<file path="config.mk">
export PLATFORM = sky130hd
export DESIGN_NAME = ebpc_pin_control
export DESIGN_NICKNAME = d
export VERILOG_FILES = /design/src/ebpc_pkg.sv /design/src/ebpc_sync.sv /design/src/ebpc_pin_control.sv
export VERILOG_INCLUDE_DIRS = /design/src /design/src/src
export SDC_FILE = /design/constraint.sdc
export NUM_CORES = 1
export LEC_CHECK = 0
export BUFFER_PORTS_ARGS = -buffer_cell sky130_fd_sc_hd__clkbuf_2
export CELL_PAD_IN_SITES_DETAIL_PLACEMENT = 1
export CELL_PAD_IN_SITES_GLOBAL_PLACEMENT = 2
export CORE_MARGIN = 1
export CORE_UTILIZATION = 24
export DETAILED_ROUTE_END_ITERATION = 10
export GPL_ROUTABILITY_DRIVEN = 0
export PLACE_DENSITY_LB_ADDON = 0.12
export SLEW_MARGIN = 10
export SYNTH_ARGS = -nofsm -noshare
export SYNTH_HDL_FRONTEND = slang
export SYNTH_SLANG_ARGS = --single-unit
</file>
<file path="constraint.sdc">
create_clock -name clk -period 1.4 [get_ports clk]
set_input_delay 0.21 -clock clk [delete_from_list [all_inputs] [get_ports clk]]
set_output_delay 0.21 -clock clk [all_outputs]
set_load 0.02 [all_outputs]
</file>
<file path="src/ebpc_cfg.svh">
// Constants for the external bus pin control block
`ifndef EBPC_CFG_SVH
`define EBPC_CFG_SVH
`define EBPC_CS_PINS      4
`define EBPC_BUS_ACTIVE_BITS_W     5
`define EBPC_WAIT_W       4
`define EBPC_CNT_NONE     2'h2
`define EBPC_CNT_TWO      2'h1
`define EBPC_CNT_THREE    2'h0
`define EBPC_CNT_FOUR     2'h3
`define EBPC_MASK_NONE    4'h0
`define EBPC_MASK_TWO     4'h3
`define EBPC_MASK_THREE   4'h7
`define EBPC_MASK_FOUR    4'hF
`define EBPC_OD_RESET     4'h0
`define EBPC_WAIT_ZERO    4'h0
`define EBPC_WAIT_STEP    4'h1
`define EBPC_SYNC_W       6
// Hold request, ready and NMI lanes read idle in reset; strap lanes pass
`define EBPC_SYNC_IDLE    6'h2C
`define EBPC_CHK_WAITS    4'h3
`endif

</file>
<file path="src/ebpc_pkg.sv">
// Types shared by the external bus pin control block
package ebpc_pkg;
  typedef enum logic [1:0] {
    EBPC_ACC_INTERNAL,
    EBPC_ACC_XPERIPH,
    EBPC_ACC_EXTERNAL
  } ebpc_access_t;

  typedef enum logic {
    EBPC_WR_GENERAL,
    EBPC_WR_SPLIT
  } ebpc_wrmode_t;
endpackage : ebpc_pkg

</file>
<file path="src/ebpc_sync.sv">
// Two-flop synchroniser for pin inputs
`timescale 1ns/1ps
`default_nettype none
`include "ebpc_cfg.svh"
module ebpc_sync
  import ebpc_pkg::*;
(
  input  wire logic                    clk,
  input  wire logic                    rstn,
  input  wire logic [`EBPC_SYNC_W-1:0] asyncIn,
  output var  logic [`EBPC_SYNC_W-1:0] syncOut
);
  logic [`EBPC_SYNC_W-1:0] meta_q;

  // Straps must still flow in reset so they can be latched; others read idle
  always_ff @(posedge clk) begin
    if (!rstn) begin
      meta_q  <= asyncIn | `EBPC_SYNC_IDLE;
      syncOut <= meta_q | `EBPC_SYNC_IDLE;
    end else begin
      meta_q  <= asyncIn;
      syncOut <= meta_q;
    end
  end
endmodule : ebpc_sync
`default_nettype wire

</file>
<file path="src/ebpc_pin_control.sv">
// External bus pin control: chip selects, arbitration, strobes, ready, NMI
`timescale 1ns/1ps
`default_nettype none
`include "ebpc_cfg.svh"
module ebpc_pin_control
  import ebpc_pkg::*;
(
  input  wire logic                      clk,
  input  wire logic                      rstn,
  input  wire logic [1:0]                bootConfigPort,
  output var  logic [1:0]                chipSelectCountField,
  input  wire logic [`EBPC_CS_PINS-1:0]  csSelect,
  input  wire logic [`EBPC_CS_PINS-1:0]  gpioOut,
  input  wire logic [`EBPC_CS_PINS-1:0]  gpioOe,
  input  wire logic                      odWrite,
  input  wire logic [`EBPC_CS_PINS-1:0]  odWriteData,
  output var  logic [`EBPC_CS_PINS-1:0]  portOpenDrainSelectBits,
  output logic      [`EBPC_CS_PINS-1:0]  csPinOut,
  output logic      [`EBPC_CS_PINS-1:0]  csPinOe,
  output logic      [`EBPC_CS_PINS-1:0]  csPullupEn,
  input  wire logic                      arbitrationEnableBit,
  input  wire logic                      holdReqPinIn,
  output logic                           holdReqPinOe,
  output var  logic                      holdAcknowledgeOutput,
  output logic                           holdAckOe,
  input  wire logic                      busRequestInt,
  output var  logic                      busRequestOutput,
  output logic                           busRequestOe,
  output var  logic                      holdMode,
  input  wire logic                      cycleStart,
  input  wire ebpc_access_t              cycleKind,
  input  wire logic                      cycleRead,
  input  wire logic                      cycleWrite,
  input  wire logic                      byteHigh,
  input  wire logic                      byteLow,
  input  wire logic [`EBPC_BUS_ACTIVE_BITS_W-1:0] busActiveBits,
  input  wire logic                      peripheralVisibilityBit,
  input  wire ebpc_wrmode_t              writeMode,
  output var  logic                      aleOut,
  output var  logic                      readStrobeN,
  output var  logic                      writeLowStrobeN,
  output var  logic                      writeHighStrobeN,
  output logic                           strobePullupEn,
  input  wire logic                      readyCtlEn,
  input  wire logic                      readyAsyncMode,
  input  wire logic [`EBPC_WAIT_W-1:0]   waitStates,
  input  wire logic                      readyPinN,
  output var  logic                      cycleEnd,
  input  wire logic                      externalAccessSelect,
  output var  logic                      bootFromRom,
  input  wire logic                      nmiPinN,
  output var  logic                      nmiTrap,
  output logic                           powerDownValid
);
  logic [`EBPC_SYNC_W-1:0] pinRaw;
  logic [`EBPC_SYNC_W-1:0] pinSync;
  wire  [1:0] bootSync  = pinSync[1:0];
  wire        holdSyncN = pinSync[2];
  wire        readySyncN = pinSync[3];
  wire        eaSync    = pinSync[4];
  wire        nmiSyncN  = pinSync[5];

  assign pinRaw = {nmiPinN, externalAccessSelect, readyPinN, holdReqPinIn, bootConfigPort};

  ebpc_sync u_sync (
    .clk     (clk),
    .rstn    (rstn),
    .asyncIn (pinRaw),
    .syncOut (pinSync)
  );

  function automatic logic [`EBPC_CS_PINS-1:0] csMask(input logic [1:0] code);
    case (code)
      `EBPC_CNT_NONE:  csMask = `EBPC_MASK_NONE;
      `EBPC_CNT_TWO:   csMask = `EBPC_MASK_TWO;
      `EBPC_CNT_THREE: csMask = `EBPC_MASK_THREE;
      default:         csMask = `EBPC_MASK_FOUR;
    endcase
  endfunction : csMask

  // Straps follow the pins during reset and freeze at release
  always_ff @(posedge clk) begin
    if (!rstn) begin
      chipSelectCountField <= bootSync;
      bootFromRom          <= eaSync;
    end
  end

  always_ff @(posedge clk) begin
    if (!rstn) begin
      portOpenDrainSelectBits <= `EBPC_OD_RESET;
    end else if (odWrite) begin
      portOpenDrainSelectBits <= odWriteData;
    end
  end

  // Chip-select pins
  logic holdMode_q;
  wire  [`EBPC_CS_PINS-1:0] csUsed = csMask(chipSelectCountField);
  wire  holdEntry  = holdMode & !holdMode_q;
  wire  holdReqNow = arbitrationEnableBit & !holdSyncN;
  wire  [`EBPC_CS_PINS-1:0] csPushOe = ~portOpenDrainSelectBits | csSelect;
  wire  [`EBPC_CS_PINS-1:0] csDrvOe  = holdEntry ? {`EBPC_CS_PINS{1'b1}}
                                     : (holdMode ? {`EBPC_CS_PINS{1'b0}} : csPushOe);

  // Open-drain drives only the low level, except high for the one hold-entry cycle; push/pull drives both
  assign csPinOut = (csUsed & (holdEntry ? {`EBPC_CS_PINS{1'b1}} : ~csSelect))
                  | (~csUsed & gpioOut);
  assign csPinOe  = (csUsed & csDrvOe) | (~csUsed & gpioOe);
  wire  [`EBPC_CS_PINS-1:0] csPullHold = {`EBPC_CS_PINS{holdMode}} & csUsed;
  assign csPullupEn = {`EBPC_CS_PINS{!rstn}}
                    | (csPullHold & ~portOpenDrainSelectBits);

  // Arbitration pins
  assign holdReqPinOe = 1'b0;
  assign holdAckOe    = arbitrationEnableBit;
  assign busRequestOe = arbitrationEnableBit;

  always_ff @(posedge clk) begin
    if (!rstn) begin
      holdMode              <= 1'b0;
      holdMode_q            <= 1'b0;
      holdAcknowledgeOutput <= 1'b1;
      busRequestOutput      <= 1'b1;
    end else begin
      holdMode              <= holdReqNow;
      holdMode_q            <= holdMode;
      holdAcknowledgeOutput <= !holdReqNow;
      busRequestOutput      <= !(arbitrationEnableBit & busRequestInt);
    end
  end

  // Strobes
  wire busOn     = |busActiveBits;
  wire isExt     = cycleKind == EBPC_ACC_EXTERNAL;
  wire isXper    = cycleKind == EBPC_ACC_XPERIPH;
  wire aleD      = cycleStart & (isExt | (isXper & busOn));
  wire strobeVis = isExt | (isXper & busOn & peripheralVisibilityBit);
  wire strobeOff = holdMode;
  wire rdD       = cycleStart & cycleRead & strobeVis & !strobeOff;
  wire wrAny     = cycleStart & cycleWrite & strobeVis & !strobeOff;
  wire wrLowD    = wrAny & ((writeMode == EBPC_WR_GENERAL) | byteLow);
  wire wrHighD   = wrAny & (writeMode == EBPC_WR_SPLIT) & byteHigh;

  assign strobePullupEn = !rstn | holdMode;

  always_ff @(posedge clk) begin
    if (!rstn) begin
      aleOut           <= 1'b0;
      readStrobeN      <= 1'b1;
      writeLowStrobeN  <= 1'b1;
      writeHighStrobeN <= 1'b1;
    end else begin
      aleOut           <= aleD;
      readStrobeN      <= !rdD;
      writeLowStrobeN  <= !wrLowD;
      writeHighStrobeN <= !wrHighD;
    end
  end

  // Ready and waitstates
  // Async mode trades one cycle of latency for an extra settling stage
  logic                    inCycle_q;
  logic [`EBPC_WAIT_W-1:0] waitCnt_q;
  logic                    readyLate_q;
  wire  readyN    = readyAsyncMode ? readyLate_q : readySyncN;
  wire  waitsDone = waitCnt_q == `EBPC_WAIT_ZERO;
  wire  endNow    = inCycle_q & waitsDone & (!readyCtlEn | !readyN);

  always_ff @(posedge clk) begin
    if (!rstn) begin
      inCycle_q   <= 1'b0;
      waitCnt_q   <= `EBPC_WAIT_ZERO;
      readyLate_q <= 1'b1;
      cycleEnd    <= 1'b0;
    end else begin
      readyLate_q <= readySyncN;
      cycleEnd    <= endNow;
      if (cycleStart & !inCycle_q) begin
        inCycle_q <= 1'b1;
        waitCnt_q <= waitStates;
      end else if (endNow) begin
        inCycle_q <= 1'b0;
      end else if (inCycle_q & !waitsDone) begin
        waitCnt_q <= waitCnt_q - `EBPC_WAIT_STEP;
      end
    end
  end

  // NMI edge detect on the synchronised level
  logic nmiPrevN_q;
  assign powerDownValid = !nmiSyncN;

  always_ff @(posedge clk) begin
    if (!rstn) begin
      nmiPrevN_q <= 1'b1;
      nmiTrap    <= 1'b0;
    end else begin
      nmiPrevN_q <= nmiSyncN;
      nmiTrap    <= nmiPrevN_q & !nmiSyncN;
    end
  end
endmodule : ebpc_pin_control
`default_nettype wire

</file>
After elaboration in Yosys (flattened, before gate mapping)
Index checks and enable logic that the tools add are counted.

Bits in registers: 36. Latch bits: 0. Memory bits (writable): 0. ROM bits: 0. Bits of input ports: 47. Output and inout bits: 33. Logic and storage cells: 96. Memories: 0.

$add $sub $neg: 1. Multiply operators: 0. Div/mod/pow operators: 0. Order comparisons: 0. Equality and inequality tests: 5. Shifts and indexed selects: 0. Mux-type cells: 10. Bitwise logic cells: 39. Reduce and logical (&&, ||, !) cells: 20.

Operators by type and width (number): $and 4x4->4 (6); $mux 4 (6); $and 1x1->1 (20); $or 4x4->4 (4); $logic_not 1->1 (14); $not 4->4 (3); $pmux 4 s3 (1); $or 1x1->1 (5); $reduce_or 5->1 (1); $eq 2x1->1 const B (2); $eq 2x2->1 const B (2); $logic_not 4->1 (1); $reduce_bool 2->1 (2); $sub 4x1->4 const B (1); $mux 1 (3); $logic_not 2->1 (1); $ne 2x1->1 const B (1); $reduce_and 2->1 (1); $not 1->1 (1).

Longest topological paths before layout
Word-level depth: 9. Depth in mapped cells: 5. Gate-level depth less buffers: 5.

By module
From an unflattened synthesis, not the netlist that was laid out.

Cell total of the unflattened synthesis: 150. Area, all modules: 1446.4 um^2.

By module, submodules not included: ebpc_pin_control (times used 1, cells an instance 132, area each 1168.6 um^2, seq. area each 510.5 um^2); ebpc_sync (times used 1, cells an instance 18, area each 277.8 um^2, seq. area each 240.2 um^2).

Least setup slack after synthesis
Ideal clock, no wire load.

Path kind: reg2out. Start: register chipSelectCountField[0]. End: output port csPullupEn[0]. Data arrival time: 1.438 ns. Data required time: 1.190 ns. Setup slack: -0.248 ns. Stages on the path, launching flop included: 5. Buffers on the path: 0. Cells stage by stage: edfxtp_1 > inv_1 > ha_1 > nand2b_1 > o21ai_0.

Cells in the longest elaborated chain, start to end: 5.

RTL lines: start: declaration (line ebpc_pin_control.sv:11) `output var logic [1:0] chipSelectCountField,`; start signal: assignment (line ebpc_pin_control.sv:84) `chipSelectCountField <= bootSync;`; $eq 2x1->1 (tied with other cells) (line ebpc_pin_control.sv:73) `case (code)`; $pmux 4 s3 * (line ebpc_pin_control.sv:73); $and 4x4->4 * (line ebpc_pin_control.sv:110) `` wire [`EBPC_CS_PINS-1:0] csPullHold = {`EBPC_CS_PINS{holdMode}} & csUsed; ``; $and 4x4->4 * (line ebpc_pin_control.sv:112) `| (csPullHold & ~portOpenDrainSelectBits);`; $or 4x4->4 * (line ebpc_pin_control.sv:111) `` assign csPullupEn = {`EBPC_CS_PINS{!rstn}} ``; end: declaration (line ebpc_pin_control.sv:20) `` output logic [`EBPC_CS_PINS-1:0] csPullupEn, ``.

Mark *: on every way between the ends. The rest lies on a longest branch, timed or not.

Worst setup path after layout
Start: register chipSelectCountField[1]. End: output port csPinOe[2].

Cells in the longest elaborated chain, start to end: 5.

RTL lines: $eq 2x1->1 (tied with other cells) (line ebpc_pin_control.sv:73); $pmux 4 s3 * (line ebpc_pin_control.sv:73); $not 4->4 (line ebpc_pin_control.sv:109) `assign csPinOe = (csUsed & csDrvOe) | (~csUsed & gpioOe);`; $and 4x4->4 (line ebpc_pin_control.sv:109); $or 4x4->4 * (line ebpc_pin_control.sv:109); end: declaration (line ebpc_pin_control.sv:19) `` output logic [`EBPC_CS_PINS-1:0] csPinOe, ``.

Marked as above.

==> impl_results.md <==
* Status: finished, violations left
* Failing checks: negative setup slack
* Max FO, Critical Path at 4
* Num ports at 80
* Antenna Cells at 0
* Hpwl dp at 3042 um
* Yosys warnings at 0
* I/O Buffers at 78
* Drt first-iter violations at 16
* Critical path required time at 1190 ps
* Max Used Layer: met4
* Layout Cells excl Fill at 319
* Ranking of synthesized cells by area: dfxtp_1 45%, edfxtp_1 6.1%, nand2b_1 5.5%
* CP startpoint kind: flop
* Slowest-stage cell, CP: edfxtp_1
* Netlist cell types at 35
* Final Hold Slack at between 20 and 30 ps
* Largest net degree at the start of global routing at 13
* Core Footprint at 5921 um^2
* Mapped Area at 1470 um^2
* Met2 WL at 1763 um
* TritonCTS clock tree: yes
* Total global-route track usage at 12.16%
* Number of buffers and inverters on the critical path at 2
* Nets at 294
* Synthesized area per cell at 9.485 um^2
* Hold Path Class: input pin to flop
* Routed vias/inst at 4.332
* Final Cycle Share at 118.2%
* CP peak stage delay at roughly 460 ps
* Peak Freq at 604.2 MHz
* Vias in the first global route at 1268
* Share of the yosys chip area belonging to registers at 51.06%
* Final Cell Area at around 2300 um^2
* Final min period at 1655 ps
* Seq cells post-synth at 36
* Max-slew violations at 0
* Initial DRT Pass Iterations at 4
* Worst path cell trace: ha_4 > buf_4 > o21ai_2 > buf_6
* Area after DPL at 2006 um^2
* CTS HTree Levels at 2
* Residual DRC at 0
* Clk slew on worst S/H paths at around 70 ps
* CTS root buffer: clkbuf_8
* Final Hold Vio Count at 0
* Final setup vio count at 12
* First-pass GRT wire length at 5892 um
* Yosys top cell by area: dfxtp_1
* Crit path capture type: output port
* Die height at approximately 80 um
* CP delay by family, top: flip-flops
* Top FF cell, synth: dfxtp_1
* Final ANT Viol Nets at 0
* Maximum vdd drop at about 0.55 mV
* Met1 Wirelength at 1759 um
* Mapped Cells at 155
* Met3 Wirelength at 265 um
* Fraction of registers with async set/reset at 0%
* Pwr dens at 1032 nW/um^2
* CTS hold repair buffers at 0
* Crit path arrival time at 1450 ps
* Leak at about 1.1 nW
* Skew final at 5.546 ps
* Setup slack after layout at -255.1 ps
* Area Growth Syn to Fin at 53.11%
* Placed Cells at 309
* # rows at 28
* Syn Nets at 206
* Routed len/inst at 12.06 um
* Max cap viols at 0
* CTS Sinks at 36
* Grt total ovfl at 0
* Total negative slack at -2437 ps
* Share of layout cells above drive strength 1 at 49.18%
* Chip width at roughly 80 um
* Area of the die at 6442 um^2
* Final Routed Wirelength at 3848 um
* Kind of critical path: flop to output port
* RSZ-0062 raised after global routing: true
* Total CTS buffers at 5
* Number of synthesized flops with an enable pin at 3
* Initial core utilization at 24.83%
* Synth top area share at 44.94%
* Layout Utilization at 38.02%
* Clock Latency Late Sink at roughly 280 ps
* CTS Buffer Depth at 2
* Initial antenna violation count at 0
* Total number of vias at around 1400
registers in the layout, summed over array words and instances, names as in the netlist, 2 cells and up:
signal                   cells
chipSelectCountField         2
u_sync.meta_q                6
u_sync.syncOut               6
waitCnt_q                    4
portOpenDrainSelectBits      4
worst register-to-register path: stages, from the launching register on:
cell	delay, ps
dfxtp_1	340
inv_1	60
ha_1	210
and4bb_2	260
o311a_1	330
path summary, 6_finish.rpt:
path / end / cells past startpoint / slack (ps) / startpoint
hold reg to reg: u_sync.syncOut[0] / 0 / 320 / u_sync.meta_q[0]
setup / recovery: csPinOe[2] / 4 / -260 / chipSelectCountField[1]
setup reg to reg: waitCnt_q[0] / 4 / 100 / waitCnt_q[0]
hold / removal: u_sync.meta_q[4] / 1 / 30 / externalAccessSelect
metal layers:
metal / track usage, % / up-vias
met5: 0 / -
met4: 4.821 / 0
met3: 4.091 / 6
met2: 19.49 / 49
met1: 14.90 / 626
li1: - / 701
power by group:
| group | leakage [nW] | internal (mW) | switching (mW) | total [mW] |
|---|---|---|---|---|
| Combinational | 0.707 | 0.252 | 0.241 | 0.494 |
| Sequential | 0.303 | 1.09 | 0.0377 | 1.13 |
| Clock | 0.0479 | 0.346 | 0.354 | 0.700 |
stage by stage:
stage / worst slack, ps / total power [mW]
floorplan: -56.12 / 1.402
global placement: 21.78 / 1.585
detailed placement: 21.51 / 1.587
CTS: -268.4 / 2.343
global route: -335.9 / 2.466
finish: -255.1 / 2.324
area by class of cell:
type	instances	area, um^2
Inverter	13	48.80
Clock inverter	3	18.77
Clock buffer	5	68.82
Fill cell	702	3670
Sequential cell	36	754.5
Multi-Input combinational cell	97	708.2
Tap cell	75	93.84
Timing Repair Buffer	90	558.0
Yosys cell counts (2+ instances only):
cell	n
dfxtp_1	33
o21ai_0	14
inv_1	13
nand2b_1	13
nand2_1	12
nor2_1	10
clkbuf_1	5
mux2i_1	5
a21oi_1	4
ha_1	4
a31oi_1	3
buf_4	3
edfxtp_1	3
mux2_2	3
nor2b_1	3
o21ai_1	3
and2_1	2
nand3_1	2
nor3_1	2
o211a_1	2
o311ai_0	2
cells in the final DEF, fill, tap and decap left out, types with 3 or more instances in the layout:
master / count
mux2i_1: 5
edfxtp_1: 3
nand2b_1: 12
o21ai_2: 5
o21ai_0: 6
inv_1: 12
buf_4: 15
nor2_1: 8
o21ai_1: 6
clkbuf_8: 9
dfxtp_1: 32
nor2b_1: 3
a21oi_1: 4
clkbuf_2: 66
buf_6: 4
nand2_1: 9
nand2_2: 3
logic make-up after synthesis:
group | after synthesis | synth area share (%)
simple gates | 51 | 19.15
flops | 36 | 51.06
compound gates | 32 | 13.36
buf+inv | 22 | 6.468
mux | 8 | 5.702
fa+ha+maj | 4 | 3.404
other cells | 1 | 0.2551
xor+xnor | 1 | 0.5959
repair_timing:
action	in CTS	in global routing
pin swaps	3	3
resized for setup	24	24
buffers inserted	1	1
hold endpoints to repair	0	0
endpoints found under the setup margin	14	13
Note: power is estimated with default switching activity, not from simulation.
